`src/pmf_pkg.sv`:
```
// Package: register map, reset values and carriers for the port function mux
package pmf_pkg;
   localparam logic [7:0] PMF_EXT_OFS = 8'h98;
   localparam logic [7:0] PMF_O4HIZ_OFS = 8'hA8;
   localparam logic [7:0] PMF_O4DAT_OFS = 8'hA9;
   localparam logic [7:0] PMF_O4SEL_OFS = 8'hAA;
   localparam logic [7:0] PMF_P3SEL_OFS = 8'hBF;
   localparam logic [7:0] PMF_SER_OFS = 8'hC8;
   // Per-port offsets, port 4 first
   localparam logic [4:0][7:0] PMF_DIR_OFS =
      {8'hC0, 8'hBC, 8'hB8, 8'hB4, 8'hB0};
   localparam logic [4:0][7:0] PMF_PUP_OFS =
      {8'hC1, 8'hBD, 8'hB9, 8'hB5, 8'hB1};
   localparam logic [4:0][7:0] PMF_DAT_OFS =
      {8'hC2, 8'hBE, 8'hBA, 8'hB6, 8'hB2};
   // Field positions
   localparam int PMF_EXT_BIT = 3;
   localparam int PMF_SEREN_BIT = 0;
   localparam int PMF_MODE_LSB = 1;
   localparam int PMF_BUZ_BIT = 3;
   localparam int PMF_IBUZ_BIT = 2;
   // Reset values and output-4 select write mask
   localparam logic [3:0] PMF_O4DAT_RST = 4'h3;
   localparam logic [3:0] PMF_O4SEL_RST = 4'h0;
   localparam logic [3:0] PMF_O4HIZ_RST = 4'h0;
   localparam logic [3:0] PMF_DIR_RST = 4'h0;
   localparam logic [3:0] PMF_PUP_RST = 4'hF;
   localparam logic [3:0] PMF_DAT_RST = 4'h0;
   localparam logic [3:0] PMF_P3SEL_RST = 4'h0;
   localparam logic [2:0] PMF_SER_RST = 3'h0;
   localparam logic [3:0] PMF_O4SEL_MASK = 4'hC;
   // Serial link modes
   typedef enum logic [1:0] {
      PMF_SYNC_MASTER = 2'b00,
      PMF_SYNC_SLAVE = 2'b01,
      PMF_ASYNC7 = 2'b10,
      PMF_ASYNC8 = 2'b11
   } pmf_smode_t;
   // CPU access to the I/O memory space
   typedef struct packed {
      logic wr;
      logic rd;
      logic [7:0] addr;
      logic [3:0] wdata;
   } pmf_bus_t;
   // One four-pin group: level driven, driver enable, pull-up enable
   typedef struct packed {
      logic [3:0] drv;
      logic [3:0] oe;
      logic [3:0] pull;
   } pmf_pin_t;
endpackage : pmf_pkg

```
`src/pmf_port_mux.sv`:
```
// Design: general ports and pin function hand-over of the port block
`timescale 1ns/1ps
// Overview of operation
// - Upper output-4 pins carry data or buzzer per select bit; selects reset 0.
// - Buzzer not selected: data bit drives pin; otherwise data bit is storage.
// - Lower output-4 data bits drive pins only outside memory mode; reset 1.
// - Outside memory mode float bit 1 floats pin, 0 drives it.
// - Per-pin direction bit, 1 output, 0 input, reset to input.
// - Per-pin pull-up bit, 1 on while the pin is an input, reset to 1.
// - Memory mode makes ports 0-2 direction and pull-up bits plain storage.
// - Memory mode turns port 0/1 data into external data bus bits.
// - Outside memory mode port 2 data is ordinary pin data.
// - Memory mode port 2 data drives four active-low memory selects.
// - Port 3 select bits route osc, timer, LCD frame and clock outputs.
// - Routed port 3 pins turn their control bits into storage.
// - Serial enable bit hands port 4 to the serial link; reset 0.
// - Serial on: pins 0,1 bits are storage; pin 0 pull-up serves serial input.
// - Pin 2 taken in synchronous modes, pin 3 only in synchronous slave.
// - Two-bit serial mode field, reset to synchronous master.
// - One memory mode bit switches ports to memory bus role; reset 0.
// - Unused register bits read zero and ignore writes.
module pmf_port_mux (
   input wire logic sys_clk,
   input wire logic resetn,
   input pmf_pkg::pmf_bus_t cpu_bus,
   output logic [3:0] cpu_rdata,
   input wire logic buzzer_signal,
   input wire logic [1:0] ext_strobe,
   input wire logic ext_bus_drive,
   input wire logic divided_osc_output,
   input wire logic timer_overflow_output,
   input wire logic lcd_alternation_output,
   input wire logic lcd_latch_pulse,
   input wire logic serial_txd,
   input wire logic serial_clk_out,
   input wire logic serial_rdy,
   output logic serial_data_input,
   output logic serial_clk_in,
   output logic ext_memory_mode,
   output logic serial_port_takeover,
   output pmf_pkg::pmf_smode_t serial_link_mode,
   output pmf_pkg::pmf_pin_t out4_pins,
   input wire logic [4:0][3:0] port_pin_i,
   output pmf_pkg::pmf_pin_t [4:0] port_pins
);
   import pmf_pkg::*;

   logic [3:0] out4_dat_reg;
   logic [3:0] out4_sel_reg;
   logic [3:0] out4_hiz_reg;
   logic [3:0] port3_sel_reg;
   logic ext_reg;
   logic [2:0] ser_reg;
   logic [4:0][3:0] dir_reg;
   logic [4:0][3:0] pup_reg;
   logic [4:0][3:0] dat_reg;
   logic [3:0] rdata_reg;
   logic [3:0] rdata_next;
   logic [4:0][3:0] rd_pin;
   logic [3:0] alt_out;
   logic sync_mode;
   logic slave_mode;

   // Write decode used by every register
   function automatic logic wr_hit(input pmf_bus_t b, input logic [7:0] ofs);
      wr_hit = b.wr && (b.addr == ofs);
   endfunction : wr_hit

   assign ext_memory_mode = ext_reg;
   assign serial_port_takeover = ser_reg[PMF_SEREN_BIT];
   assign serial_link_mode = pmf_smode_t'(ser_reg[PMF_MODE_LSB +: 2]);
   assign sync_mode = (serial_link_mode == PMF_SYNC_MASTER) || (serial_link_mode == PMF_SYNC_SLAVE);
   assign slave_mode = serial_link_mode == PMF_SYNC_SLAVE;
   assign alt_out = {divided_osc_output, timer_overflow_output,
                     lcd_alternation_output, lcd_latch_pulse};
   assign cpu_rdata = rdata_reg;
   assign serial_data_input = port_pin_i[4][0];
   assign serial_clk_in = port_pin_i[4][2];

   // Memory mode control bit
   always_ff @(posedge sys_clk) begin
      if (!resetn) begin
         ext_reg <= 1'b0;
      end else if (wr_hit(cpu_bus, PMF_EXT_OFS)) begin
         ext_reg <= cpu_bus.wdata[PMF_EXT_BIT];
      end
   end

   // Serial enable and mode field
   always_ff @(posedge sys_clk) begin
      if (!resetn) begin
         ser_reg <= PMF_SER_RST;
      end else if (wr_hit(cpu_bus, PMF_SER_OFS)) begin
         ser_reg <= cpu_bus.wdata[2:0];
      end
   end

   // Output port 4 data, float and function select
   always_ff @(posedge sys_clk) begin
      if (!resetn) begin
         out4_dat_reg <= PMF_O4DAT_RST;
         out4_hiz_reg <= PMF_O4HIZ_RST;
         out4_sel_reg <= PMF_O4SEL_RST;
      end else begin
         if (wr_hit(cpu_bus, PMF_O4DAT_OFS)) begin
            out4_dat_reg <= cpu_bus.wdata;
         end
         if (wr_hit(cpu_bus, PMF_O4HIZ_OFS)) begin
            out4_hiz_reg <= cpu_bus.wdata;
         end
         if (wr_hit(cpu_bus, PMF_O4SEL_OFS)) begin
            out4_sel_reg <= cpu_bus.wdata & PMF_O4SEL_MASK;
         end
      end
   end

   // Port 3 function select
   always_ff @(posedge sys_clk) begin
      if (!resetn) begin
         port3_sel_reg <= PMF_P3SEL_RST;
      end else if (wr_hit(cpu_bus, PMF_P3SEL_OFS)) begin
         port3_sel_reg <= cpu_bus.wdata;
      end
   end

   // Direction, pull-up and data of the five bidirectional ports
   for (genvar p = 0; p < 5; p++) begin : g_port
      always_ff @(posedge sys_clk) begin
         if (!resetn) begin
            dir_reg[p] <= PMF_DIR_RST;
            pup_reg[p] <= PMF_PUP_RST;
            dat_reg[p] <= PMF_DAT_RST;
         end else begin
            if (wr_hit(cpu_bus, PMF_DIR_OFS[p])) begin
               dir_reg[p] <= cpu_bus.wdata;
            end
            if (wr_hit(cpu_bus, PMF_PUP_OFS[p])) begin
               pup_reg[p] <= cpu_bus.wdata;
            end
            if (wr_hit(cpu_bus, PMF_DAT_OFS[p])) begin
               dat_reg[p] <= cpu_bus.wdata;
            end
         end
      end
   end

   // Output port 4 pin drive
   always_comb begin
      out4_pins.pull = 4'h0;
      out4_pins.drv[3] = out4_sel_reg[PMF_BUZ_BIT] ? buzzer_signal : out4_dat_reg[3];
      out4_pins.drv[2] = out4_sel_reg[PMF_IBUZ_BIT] ? !buzzer_signal : out4_dat_reg[2];
      out4_pins.oe[3:2] = ~out4_hiz_reg[3:2];
      if (ext_reg) begin
         // Memory strobes own the lower pins; data and float bits are storage
         out4_pins.drv[1:0] = ext_strobe;
         out4_pins.oe[1:0] = 2'b11;
      end else begin
         out4_pins.drv[1:0] = out4_dat_reg[1:0];
         out4_pins.oe[1:0] = ~out4_hiz_reg[1:0];
      end
   end

   // Bidirectional pins: normal I/O first, then each take-over
   always_comb begin
      for (int p = 0; p < 5; p++) begin
         port_pins[p].drv = dat_reg[p];
         port_pins[p].oe = dir_reg[p];
         port_pins[p].pull = pup_reg[p] & ~dir_reg[p];
         rd_pin[p] = ~dir_reg[p];
      end
      if (ext_reg) begin
         // Data bus: driven only during a memory write cycle
         for (int p = 0; p < 2; p++) begin
            port_pins[p].oe = {4{ext_bus_drive}};
            port_pins[p].pull = 4'h0;
            rd_pin[p] = 4'hF;
         end
         // Active-low memory selects, always driven
         port_pins[2].oe = 4'hF;
         port_pins[2].pull = 4'h0;
         rd_pin[2] = 4'h0;
      end
      for (int b = 0; b < 4; b++) begin
         if (port3_sel_reg[b]) begin
            port_pins[3].drv[b] = alt_out[b];
            port_pins[3].oe[b] = 1'b1;
            port_pins[3].pull[b] = 1'b0;
            rd_pin[3][b] = 1'b0;
         end
      end
      if (ser_reg[PMF_SEREN_BIT]) begin
         // Serial data in: pull-up bit keeps a meaning
         port_pins[4].oe[0] = 1'b0;
         port_pins[4].pull[0] = pup_reg[4][0];
         rd_pin[4][0] = 1'b0;
         // Serial data out
         port_pins[4].drv[1] = serial_txd;
         port_pins[4].oe[1] = 1'b1;
         port_pins[4].pull[1] = 1'b0;
         rd_pin[4][1] = 1'b0;
         if (sync_mode) begin
            // Clock out as master, clock in as slave
            port_pins[4].drv[2] = serial_clk_out;
            port_pins[4].oe[2] = !slave_mode;
            port_pins[4].pull[2] = 1'b0;
            rd_pin[4][2] = 1'b0;
         end
         if (slave_mode) begin
            port_pins[4].drv[3] = serial_rdy;
            port_pins[4].oe[3] = 1'b1;
            port_pins[4].pull[3] = 1'b0;
            rd_pin[4][3] = 1'b0;
         end
      end
   end

   // Read multiplexer; unmapped addresses and unused bits read zero
   always_comb begin
      rdata_next = 4'h0;
      case (cpu_bus.addr)
         PMF_EXT_OFS: rdata_next[PMF_EXT_BIT] = ext_reg;
         PMF_O4HIZ_OFS: rdata_next = out4_hiz_reg;
         PMF_O4DAT_OFS: rdata_next = out4_dat_reg;
         PMF_O4SEL_OFS: rdata_next = out4_sel_reg;
         PMF_P3SEL_OFS: rdata_next = port3_sel_reg;
         PMF_SER_OFS: rdata_next = {1'b0, ser_reg};
         default: rdata_next = 4'h0;
      endcase
      for (int p = 0; p < 5; p++) begin
         if (cpu_bus.addr == PMF_DIR_OFS[p]) begin
            rdata_next = dir_reg[p];
         end
         if (cpu_bus.addr == PMF_PUP_OFS[p]) begin
            rdata_next = pup_reg[p];
         end
         if (cpu_bus.addr == PMF_DAT_OFS[p]) begin
            rdata_next = (port_pin_i[p] & rd_pin[p]) | (dat_reg[p] & ~rd_pin[p]);
         end
      end
   end

   // Read data register, loaded on a read strobe
   always_ff @(posedge sys_clk) begin
      if (!resetn) begin
         rdata_reg <= 4'h0;
      end else if (cpu_bus.rd) begin
         rdata_reg <= rdata_next;
      end
   end

   // Checks
   property p_buzzer;
      @(posedge sys_clk) disable iff (!resetn)
      wr_hit(cpu_bus, PMF_O4SEL_OFS) && cpu_bus.wdata[3] |=> out4_pins.drv[3] == buzzer_signal;
   endproperty
   a_buzzer: assert property (p_buzzer) else $error("buzzer not on pin");

   property p_out4_data;
      @(posedge sys_clk) disable iff (!resetn)
      wr_hit(cpu_bus, PMF_O4DAT_OFS) && !out4_sel_reg[3] |=> out4_pins.drv[3] == $past(cpu_bus.wdata[3]);
   endproperty
   a_out4_data: assert property (p_out4_data) else $error("data bit not on pin");

   property p_strobes;
      @(posedge sys_clk) disable iff (!resetn)
      wr_hit(cpu_bus, PMF_EXT_OFS) && cpu_bus.wdata[3] |=>
         out4_pins.oe[1:0] == 2'b11 && out4_pins.drv[1:0] == ext_strobe;
   endproperty
   a_strobes: assert property (p_strobes) else $error("memory strobes not routed");

   property p_float;
      @(posedge sys_clk) disable iff (!resetn)
      !ext_reg && wr_hit(cpu_bus, PMF_O4HIZ_OFS) && cpu_bus.wdata[0] |=> !out4_pins.oe[0];
   endproperty
   a_float: assert property (p_float) else $error("float bit ignored");

   property p_dir;
      @(posedge sys_clk) disable iff (!resetn)
      !ext_reg && wr_hit(cpu_bus, PMF_DIR_OFS[1]) |=> port_pins[1].oe == $past(cpu_bus.wdata);
   endproperty
   a_dir: assert property (p_dir) else $error("direction not applied");

   property p_reset_vals;
      @(posedge sys_clk) !resetn |=> pup_reg[0] == PMF_PUP_RST && out4_dat_reg == PMF_O4DAT_RST && !ext_reg;
   endproperty
   a_reset_vals: assert property (p_reset_vals) else $error("bad reset value");

   property p_selects;
      @(posedge sys_clk) disable iff (!resetn)
      ext_reg && wr_hit(cpu_bus, PMF_DAT_OFS[2]) |=>
         port_pins[2].oe == 4'hF && port_pins[2].drv == $past(cpu_bus.wdata);
   endproperty
   a_selects: assert property (p_selects) else $error("selects not driven");

   property p_alt3;
      @(posedge sys_clk) disable iff (!resetn)
      wr_hit(cpu_bus, PMF_P3SEL_OFS) && cpu_bus.wdata[3] |=>
         port_pins[3].oe[3] && port_pins[3].drv[3] == divided_osc_output;
   endproperty
   a_alt3: assert property (p_alt3) else $error("osc output not routed");

   property p_pull_input;
      @(posedge sys_clk) disable iff (!resetn)
      (port_pins[0].pull & port_pins[0].oe) == 4'h0;
   endproperty
   a_pull_input: assert property (p_pull_input) else $error("pull-up on driven pin");

   property p_unused;
      @(posedge sys_clk) disable iff (!resetn)
      cpu_bus.rd && cpu_bus.addr == PMF_O4SEL_OFS |=> cpu_rdata[1:0] == 2'b00;
   endproperty
   a_unused: assert property (p_unused) else $error("unused bits read nonzero");

   property p_serial_pins;
      @(posedge sys_clk) disable iff (!resetn)
      serial_port_takeover |-> port_pins[4].oe[1:0] == 2'b10 && port_pins[4].drv[1] == serial_txd;
   endproperty
   a_serial_pins: assert property (p_serial_pins) else $error("serial data pins not taken over");

   property p_async_frees;
      @(posedge sys_clk) disable iff (!resetn)
      serial_port_takeover && serial_link_mode == PMF_ASYNC8 |-> port_pins[4].oe[3:2] == dir_reg[4][3:2];
   endproperty
   a_async_frees: assert property (p_async_frees) else $error("asynchronous mode took pins 2 and 3");

   property p_slave_pins;
      @(posedge sys_clk) disable iff (!resetn)
      serial_port_takeover && serial_link_mode == PMF_SYNC_SLAVE |-> port_pins[4].oe[3:2] == 2'b10;
   endproperty
   a_slave_pins: assert property (p_slave_pins) else $error("slave mode pins not taken over");

   property p_mem_bus;
      @(posedge sys_clk) disable iff (!resetn)
      ext_memory_mode |-> port_pins[0].oe == {4{ext_bus_drive}} && port_pins[1].pull == 4'h0;
   endproperty
   a_mem_bus: assert property (p_mem_bus) else $error("data bus pins not in memory role");

   property p_serial_reset;
      @(posedge sys_clk) !resetn |=> !serial_port_takeover && serial_link_mode == PMF_SYNC_MASTER;
   endproperty
   a_serial_reset: assert property (p_serial_reset) else $error("serial controls not reset");

   c_ext: cover property (@(posedge sys_clk) disable iff (!resetn) ext_reg && ext_bus_drive);
   c_buzz: cover property (@(posedge sys_clk) disable iff (!resetn) out4_sel_reg[3] && out4_sel_reg[2]);
   c_slave: cover property (@(posedge sys_clk) disable iff (!resetn) ser_reg[0] && slave_mode);
   c_alt: cover property (@(posedge sys_clk) disable iff (!resetn) port3_sel_reg == 4'hF);

endmodule : pmf_port_mux

```
`config.mk`:
```
export PLATFORM = sky130hd
export DESIGN_NAME = pmf_port_mux
export DESIGN_NICKNAME = d
export VERILOG_FILES = /design/src/pmf_pkg.sv /design/src/pmf_port_mux.sv
export SDC_FILE = /design/constraint.sdc
export NUM_CORES = 1
export LEC_CHECK = 0
export ABC_CLOCK_PERIOD_IN_PS = 2200
export BUFFER_PORTS_ARGS = -buffer_cell sky130_fd_sc_hd__buf_4
export CAP_MARGIN = 20
export CORE_ASPECT_RATIO = 1.25
export CORE_UTILIZATION = 50
export DETAILED_ROUTE_END_ITERATION = 16
export HOLD_SLACK_MARGIN = 0.1
export PLACE_DENSITY_LB_ADDON = 0.05
export SLEW_MARGIN = 20
export SYNTH_ARGS = -nofsm -noshare
export SYNTH_HDL_FRONTEND = slang
export SYNTH_SLANG_ARGS = --single-unit
```
`constraint.sdc`:
```
create_clock -name sys_clk -period 2.2 [get_ports sys_clk]
set_input_delay 0.11 -clock sys_clk [delete_from_list [all_inputs] [get_ports sys_clk]]
set_output_delay 0.11 -clock sys_clk [all_outputs]
set_load 0.03 [all_outputs]
```
==> impl_metrics.csv, run 1 <==
group,metric,value,unit
run_status,status,"finished clean",
worst_setup_path,crit_path_top_delay_cell,"dfxtp_1",
logic_synthesis,syn_inst,611,
floorplan,die_area,10700,µm²
logic_synthesis,synthesis.area,5160,µm²
worst_setup_path,ff2ff_setup_slack,0.18,ns
clocking,post_cts_resized,0,
logic_synthesis,ys_seq_area_share,31.8,%
clocking,root_buffer,"clkbuf_16",
power,p_leak,2.93,nW
timing,fmax,0.496,GHz
floorplan,rows,41,
floorplan,die_x,92.9,µm
global_routing,grt_pass1_vias,4801,
floorplan,core-area,10100,µm²
clocking,clock_latency,0.34,ns
clocking,cts_setup_buffers,0,
routing,dr.first_iter.drc_count,355,
timing,fin_skew,0.00363,ns
routing,wl,16.6,mm
timing,drv_slew,0,
cells_and_area,antenna_cells,0,
floorplan,initial_core_util,51.3,%
clocking,cts-buffers-inserted,9,
clocking,clk_pin_slew,0.06,ns
timing,grt_setup_unrepaired,"false",
logic_synthesis,ys_ff_latch,82,
worst_setup_path,critPathMaxFanout,13,
logic_synthesis,yosys_most_used_dff,"dfxtp_1",
place,place_congestion,0.928,
global_routing,grt.overflow.total,0,
routing,drtPass1Iterations,5,
logic_synthesis,async_reset_ff_share,0,%
routing,drc_errors,0,
place,dp_hpwl,12.1,mm
logic_synthesis,syn_avg_cell_area,8.44,µm²
worst_setup_path,critPathLaunchType,"register",
timing,finalHoldViolations,0,
flow_run,drv_cap,0,
power,cellPowerDensity,547,nW/µm²
global_routing,grt_max_degree,51,
logic_synthesis,ys_warn_count,0,
logic_synthesis,netlist.area_leader.share,31.8,%
floorplan,ioPinCount,129,
floorplan,die_h,116,µm
timing,finalSetupViolations,0,
global_routing,grt_util_all_layers,31.2,%
worst_setup_path,path_class,"reg2reg",
global_routing,grt_pass1_wl,25.7,mm
timing,min_period,2.02,ns
global_routing,antenna_found_initial,0,
cells_and_area,nets,762,
cells_and_area,drive_gt1_share,27.9,%
timing,worst_slew_pin_slew,0.526,ns
power,ir_worst_vdd,0.498,mV
clocking,cts_hold_buf,0,
worst_setup_path,critPathArrivalTime,2.28,ns
logic_synthesis,yosys.cell_types.count,70,
logic_synthesis,yosys-top-cells-area,"dfxtp_1 (32%), mux2i_1 (14%), nor2b_1 (7.4%)",
worst_setup_path,critPathCaptureType,"register",
worst_setup_path,max_stage_delay,0.41,ns
routing,vias,4992,
clocking,cts.path.max_buffers,2,
clocking,cts-htree-levels,3,
logic_synthesis,yosys.area.top_type,"dfxtp_1",
worst_setup_path,crit_chain,"buf_4 -> nor3b_1 -> o32a_1 -> nor2_1 -> nor4_1 -> o221ai_1 -> o211ai_1",
cells_and_area,area_delta_synth_final,25.0,%
routing,vias_per_cell,5.88,
timing,finalCritPeriodShare,91.6,%
cells_and_area,fillers,922,
clocking,cts_tree,"built",
routing,antenna_left,0,
routing,wl_per_cell,19.6,µm
timing,slew_headroom,64.8,%
place,io_buffer_count,124,
worst_hold_path,hold_path_class,"in2reg",
clocking,clkSinkCount,82,
logic_synthesis,synth-edff-count,0,
timing,fin_tns_setup,0,ns
cells_and_area,utilization,64.1,%
worst_setup_path,worstPathRequired,2.46,ns
## critical path: cells and delay by family (launching register included)
family	cells	cell delay, ns
AO/OA/AOI/OAI	3	0.57
flip-flops	1	0.41
AND/OR/NAND/NOR	3	0.71
buffers and inverters	1	0.24
## Yosys cell counts (all sizes together), types with 9 or more instances
library cell   n
a21oi         19
nor3b         11
o211ai         9
mux2i         71
o21ai         23
nand2b        14
inv           16
dfxtp         82
nor2b         61
clkbuf        25
buf           35
nand2         53
nand3         30
nor2          32
mux2          14
## layout by cell type (no fill, tap or decap), types with 16 or more instances in the layout
cell type,count
a21oi_1,19
buf_4,150
dfxtp_1,82
inv_1,16
mux2i_1,71
nand2_1,52
nand3_1,29
nor2_1,32
nor2b_1,61
o21ai_0,23
## metal layers
metal  wire, µm  vias to the layer above  share of wire (%)  track usage (%)
met4        469                        0                2.8             12.0
met1       6810                     2389                 41             39.1
met3        963                       36                5.8             4.92
met2       8360                      205                 50             53.9
li1           -                     2362                  -                -
met5          0                        -                  0                0
## power breakdown
part	total [mW]	switching, mW	internal [mW]
logic	0.373	0.223	0.150
clock network	1.66	0.631	1.03
registers	1.49	0.00485	1.49
total	3.53	0.859	2.67
## cells by family after synthesis
family          share of synthesized area, %
compound gates                          15.5
buf+inv                                 7.66
other cells                           0.0727
simple gates                            27.6
flops                                   31.8
mux                                     17.3
## path summary, 6_finish.rpt
kind	from	end	depth (start not counted)
max	ext_memory_mode	cpu_rdata[2]	7
max reg2reg	ext_memory_mode	cpu_rdata[2]	7
min reg2reg	pup_reg[17]	pup_reg[17]	2
min	resetn	pup_reg[8]	2
## per-stage QoR
step	cell area, µm²	total power, mW	hold WS, ns	instances	setup WS [ns]
after floorplan	5170	1.75	0.334	614	0.346
after global placement	6130	1.89	0.449	833	0.255
after detailed placement	6130	1.90	0.453	833	0.238
after CTS	6450	3.54	0.118	849	0.210
after global routing	6450	3.63	0.158	849	0.0651
final	6450	3.53	0.134	849	0.185
## cell type report
class	count	area, µm²	share of cell area, %
multi-input cells	455	3130	48.6
flip-flops and latches	82	1640	25.5
repair buffers	150	1130	17.5
clock buffers	12	246	3.82
well taps	129	161	2.50
clock inverters	4	75.1	1.16
inverters	17	63.8	0.990
Note: power is estimated with default switching activity, not from simulation.
==> run 2, diff against run 1 <==
--- a/config.mk
+++ b/config.mk
@@ -12,6 +12,7 @@
 export CORE_UTILIZATION = 50
 export DETAILED_ROUTE_END_ITERATION = 16
 export HOLD_SLACK_MARGIN = 0.1
+export MAX_ROUTING_LAYER = met4
 export PLACE_DENSITY_LB_ADDON = 0.05
 export SLEW_MARGIN = 20
 export SYNTH_ARGS = -nofsm -noshare
==> run 2 against run 1 <==
Die area unchanged; global-route usage up 1.2 points; routed wire length up 1.3%.
==> impl_metrics.csv, run 2 (synthesis gave the netlist of run 1 again) <==
group,metric,value,unit
run_status,status,"finished clean",
timing,grt_setup_unrepaired,"false",
clocking,clkSinkCount,82,
worst_setup_path,path_class,"reg2reg",
clocking,cts.path.max_buffers,2,
routing,vias_per_cell,5.89,
timing,fin_tns_setup,0,ns
worst_setup_path,critPathLaunchType,"register",
global_routing,antenna_found_initial,0,
clocking,clk_pin_slew,0.06,ns
routing,wl_met3,967,µm
place,dpl_worst_slack,0.220,ns
clocking,root_buffer,"clkbuf_16",
cells_and_area,antenna_cells,0,
floorplan,core-area,10100,µm²
timing,fmax,0.501,GHz
global_routing,grt_pass1_wl,25.5,mm
power,p_leak,2.92,nW
clocking,cts_setup_buffers,0,
timing,min_period,1.99,ns
timing,finalSetupViolations,0,
timing,finalCritPeriodShare,90.7,%
worst_setup_path,worstPathRequired,2.43,ns
place,place_congestion,0.976,
floorplan,die_h,116,µm
global_routing,grt.overflow.total,0,
worst_setup_path,critPathMaxFanout,13,
flow_run,drv_cap,0,
cells_and_area,layout_common_cells,"buf_4 (151), dfxtp_1 (82), mux2i_1 (71)",
floorplan,initial_core_util,51.3,%
routing,met1_length,6.85,mm
routing,dr.first_iter.drc_count,298,
worst_hold_path,hold_path_class,"in2reg",
clocking,cts_tree,"built",
cells_and_area,drive_gt1_share,27.8,%
timing,drv_slew,0,
timing,worst_slack,0.205,ns
floorplan,ioPinCount,129,
clocking,clock_latency,0.34,ns
place,io_buffer_count,124,
place,dp_hpwl,12.3,mm
worst_setup_path,critPathArrivalTime,2.22,ns
routing,drtPass1Iterations,5,
global_routing,grt_util_all_layers,32.4,%
cells_and_area,area_delta_synth_final,24.5,%
routing,antenna_left,0,
cells_and_area,nets,763,
routing,vias,5001,
clocking,post_cts_resized,0,
routing,top_layer,"met4",
routing,wl,16.8,mm
clocking,cts-buffers-inserted,9,
power,ir_worst_vdd,0.372,mV
clocking,cts_hold_buf,0,
worst_setup_path,critPathCaptureType,"register",
cells_and_area,final_common_cell,"buf_4",
clocking,cts-htree-levels,3,
floorplan,rows,41,
global_routing,grt_max_degree,56,
global_routing,grt_pass1_vias,4727,
floorplan,die_area,10700,µm²
timing,finalHoldViolations,0,
routing,wl_per_cell,19.8,µm
routing,wl_met2,8.55,mm
routing,drc_errors,0,
timing,fin_skew,0.00841,ns
power,cellPowerDensity,524,nW/µm²
floorplan,die_x,92.9,µm
-- run 2: cell count changes in the layout (fill, tap and decap cells not counted), sizes merged --
cell,change
clkinvlp,-1
clkbuf,+1
buf,+1
bufinv,-1
-- run 2: final cells by class --
| class | instances | area (µm²) |
|---|---|---|
| clock buffer | 13 | 250 |
| clock inverter | 2 | 37.5 |
| fill | 940 | 3630 |
| inverter | 17 | 63.8 |
| multi-input combinational | 455 | 3130 |
| sequential | 82 | 1640 |
| tap | 129 | 161 |
| timing repair buffer | 151 | 1130 |
-- run 2: path summary, 6_finish.rpt --
| check | startpoint | endpoint | slack [ns] | cells past startpoint |
|---|---|---|---|---|
| max reg2reg | ext_memory_mode | cpu_rdata[0] | 0.21 | 7 |
| min | resetn | pup_reg[8] | 0.11 | 2 |
| max | ext_memory_mode | cpu_rdata[0] | 0.21 | 7 |
| min reg2reg | pup_reg[17] | pup_reg[17] | 0.50 | 2 |
-- run 2: power breakdown --
part | switching [mW] | internal (mW)
Combinational | 0.224 | 0.151
Sequential | 0.00506 | 1.49
Clock | 0.590 | 0.905
-- run 2: metrics by stage --
| step | utilization, % | hold WS (ns) | total power, mW | instance area, µm² | instances |
|---|---|---|---|---|---|
| after floorplan | - | 0.334 | 1.75 | 5170 | 614 |
| after global placement | 61.0 | 0.449 | 1.90 | 6130 | 834 |
| after detailed placement | 61.0 | 0.453 | 1.90 | 6130 | 834 |
| after CTS | 63.9 | 0.109 | 3.37 | 6420 | 849 |
| after global routing | 63.9 | 0.110 | 3.47 | 6420 | 849 |
| final | 63.9 | 0.110 | 3.37 | 6420 | 849 |
-- run 2: metal layers --
| metal | global-route usage (%) | vias up |
|---|---|---|
| li1 | - | 2366 |
| met1 | 37.3 | 2409 |
| met2 | 56.9 | 192 |
| met3 | 5.25 | 34 |
| met4 | 11.2 | 0 |
| met5 | - | - |
-- run 2: worst max-delay path, cell delays in order, from the launching register on --
cell,delay [ns]
dfxtp_1,0.41
buf_4,0.24
nor2_1,0.20
mux2i_1,0.31
o31ai_1,0.10
a32o_1,0.24
o221ai_1,0.25
a21oi_1,0.11
==> run 3, diff against run 2 <==
--- a/config.mk
+++ b/config.mk
@@ -5,7 +5,7 @@
 export SDC_FILE = /design/constraint.sdc
 export NUM_CORES = 1
 export LEC_CHECK = 0
-export ABC_CLOCK_PERIOD_IN_PS = 2200
+export ABC_CLOCK_PERIOD_IN_PS = 1870
 export BUFFER_PORTS_ARGS = -buffer_cell sky130_fd_sc_hd__buf_4
 export CAP_MARGIN = 20
 export CORE_ASPECT_RATIO = 1.25
==> constraint.sdc (replaced) <==
create_clock -name sys_clk -period 1.87 [get_ports sys_clk]
set_input_delay 0.0935 -clock sys_clk [delete_from_list [all_inputs] [get_ports sys_clk]]
set_output_delay 0.0935 -clock sys_clk [all_outputs]
set_load 0.03 [all_outputs]
==> run 3 against run 2 <==
Combinational power grew 24%; critical path type unchanged; largest power group unchanged; cell count rose by 2.7%; via count grew 1.1%; power rose by 14%; worst hold slack improved by 0.044 ns.
==> impl_metrics.csv, run 3 (synthesis gave the netlist of run 1 again) <==
group,metric,value,unit
run_status,status,"finished clean",
clocking,cts-buffers-inserted,9,
worst_setup_path,critPathMaxFanout,10,
power,ir_worst_vdd,0.667,mV
power,p_leak,3.04,nW
global_routing,antenna_found_initial,0,
worst_setup_path,worstPathRequired,2.08,ns
clocking,root_buffer,"clkbuf_16",
worst_setup_path,critPathLaunchType,"register",
flow_run,drv_cap,0,
worst_setup_path,path_class,"reg2reg",
cells_and_area,area_delta_synth_final,28.7,%
clocking,cts-htree-levels,3,
timing,fmax,0.549,GHz
cells_and_area,layout_common_cells,"buf_4 (168), dfxtp_1 (81), mux2i_1 (70)",
place,dpl_worst_slack,-0.159,ns
timing,finalSetupViolations,0,
floorplan,initial_core_util,51.3,%
cells_and_area,antenna_cells,0,
timing,finalHoldViolations,0,
global_routing,grt_max_degree,33,
floorplan,die_h,116,µm
place,dp_hpwl,12.6,mm
routing,vias,5058,
floorplan,die_x,92.9,µm
worst_hold_path,hold_path_class,"in2reg",
power,cellPowerDensity,576,nW/µm²
worst_setup_path,critPathArrivalTime,2.03,ns
clocking,cts_tree,"built",
place,place_congestion,0.978,
floorplan,rows,41,
clocking,clk_pin_slew,0.06,ns
floorplan,ioPinCount,129,
clocking,cts_setup_buffers,0,
cells_and_area,final_common_cell,"buf_4",
routing,drtPass1Iterations,5,
timing,slew_headroom,53.4,%
timing,finalCritPeriodShare,97.4,%
routing,wl,16.8,mm
routing,vias_per_cell,5.80,
timing,worst_slack,0.0483,ns
timing,drv_slew,0,
clocking,cts.path.max_buffers,2,
timing,min_period,1.82,ns
timing,fin_tns_setup,0,ns
global_routing,grt_pass1_wl,25.9,mm
routing,dr.first_iter.drc_count,297,
floorplan,die_area,10700,µm²
routing,wl_per_cell,19.2,µm
clocking,clock_latency,0.34,ns
cells_and_area,drive_gt1_share,31.2,%
cells_and_area,nets,785,
floorplan,core-area,10100,µm²
timing,grt_setup_unrepaired,"false",
global_routing,grt.overflow.total,0,
global_routing,grt_pass1_vias,4813,
place,io_buffer_count,124,
timing,worst_slew_pin_slew,0.691,ns
routing,drc_errors,0,
worst_setup_path,critPathCaptureType,"register",
clocking,clkSinkCount,82,
timing,fin_skew,0.00684,ns
cells_and_area,fillers,908,
global_routing,grt_util_all_layers,32.7,%
routing,antenna_left,0,
[run 3: cell count changes in the layout (fill, tap and decap cells not counted), moves of 2 or more]
cell,delta
buf_4,+17
nor2b_2,+2
clkinv_2,+3
buf_6,+3
nor2b_1,-2
[run 3: layout make-up]
class	instances	area, µm²	area share (%)
multi-input cells	455	3180	47.9
flip-flops and latches	82	1650	24.8
repair buffers	173	1330	20.0
clock buffers	11	233	3.51
well taps	129	161	2.43
inverters	17	63.8	0.961
clock inverters	5	31.3	0.471
[run 3: worst max-delay path, cell delays in order, from the launching register on]
cell	delay [ns]
dfxtp_4	0.40
buf_6	0.15
nand2b_1	0.13
mux2_2	0.36
a22oi_1	0.18
o22ai_1	0.12
o221ai_1	0.24
o211ai_1	0.12
[run 3: path summary, 6_finish.rpt]
| kind | from | to | slack, ns | cells past startpoint |
|---|---|---|---|---|
| setup / recovery | ext_memory_mode | cpu_rdata[2] | 0.05 | 7 |
| hold / removal | cpu_bus[12] | cpu_rdata[2] | 0.15 | 4 |
| setup reg to reg | ext_memory_mode | cpu_rdata[2] | 0.05 | 7 |
| hold reg to reg | pup_reg[17] | pup_reg[17] | 0.48 | 2 |
[run 3: power breakdown]
group	leakage (nW)	switching [mW]	internal, mW	total, mW
logic	2.25	0.267	0.197	0.465
registers	0.663	0.00586	1.75	1.76
clock network	0.129	0.704	0.895	1.60
total	3.04	0.977	2.84	3.82
[run 3: through the flow]
step / power, mW / util, % / hold WS, ns / cells / area [µm²]
detailed placement: 2.25 / 62.7 / 0.388 / 855 / 6300
finish: 3.82 / 66.0 / 0.154 / 872 / 6640
floorplan: 2.06 / - / 0.318 / 614 / 5170
global placement: 2.25 / 62.7 / 0.382 / 855 / 6300
CTS: 3.84 / 65.6 / 0.151 / 872 / 6600
global route: 3.95 / 66.0 / 0.168 / 872 / 6640
[run 3: metal layers]
layer | track usage (%) | wire [µm] | part of all wire, % | vias up
li1 | - | - | - | 2413
met2 | 54.9 | 8370 | 50 | 207
met3 | 4.99 | 887 | 5.3 | 41
met5 | - | 0 | 0 | -
met4 | 13.5 | 520 | 3.1 | 0
met1 | 39.2 | 6970 | 42 | 2397
[run 3: repair_timing]
| action | CTS | global route |
|---|---|---|
| setup endpoints to repair | 3 | 6 |
| pin swaps | 0 | 8 |
| hold buffers | 1 | 0 |
| gates resized for setup | 4 | 12 |
| endpoints found under the hold margin | 4 | 0 |
| cloned | 0 | 0 |
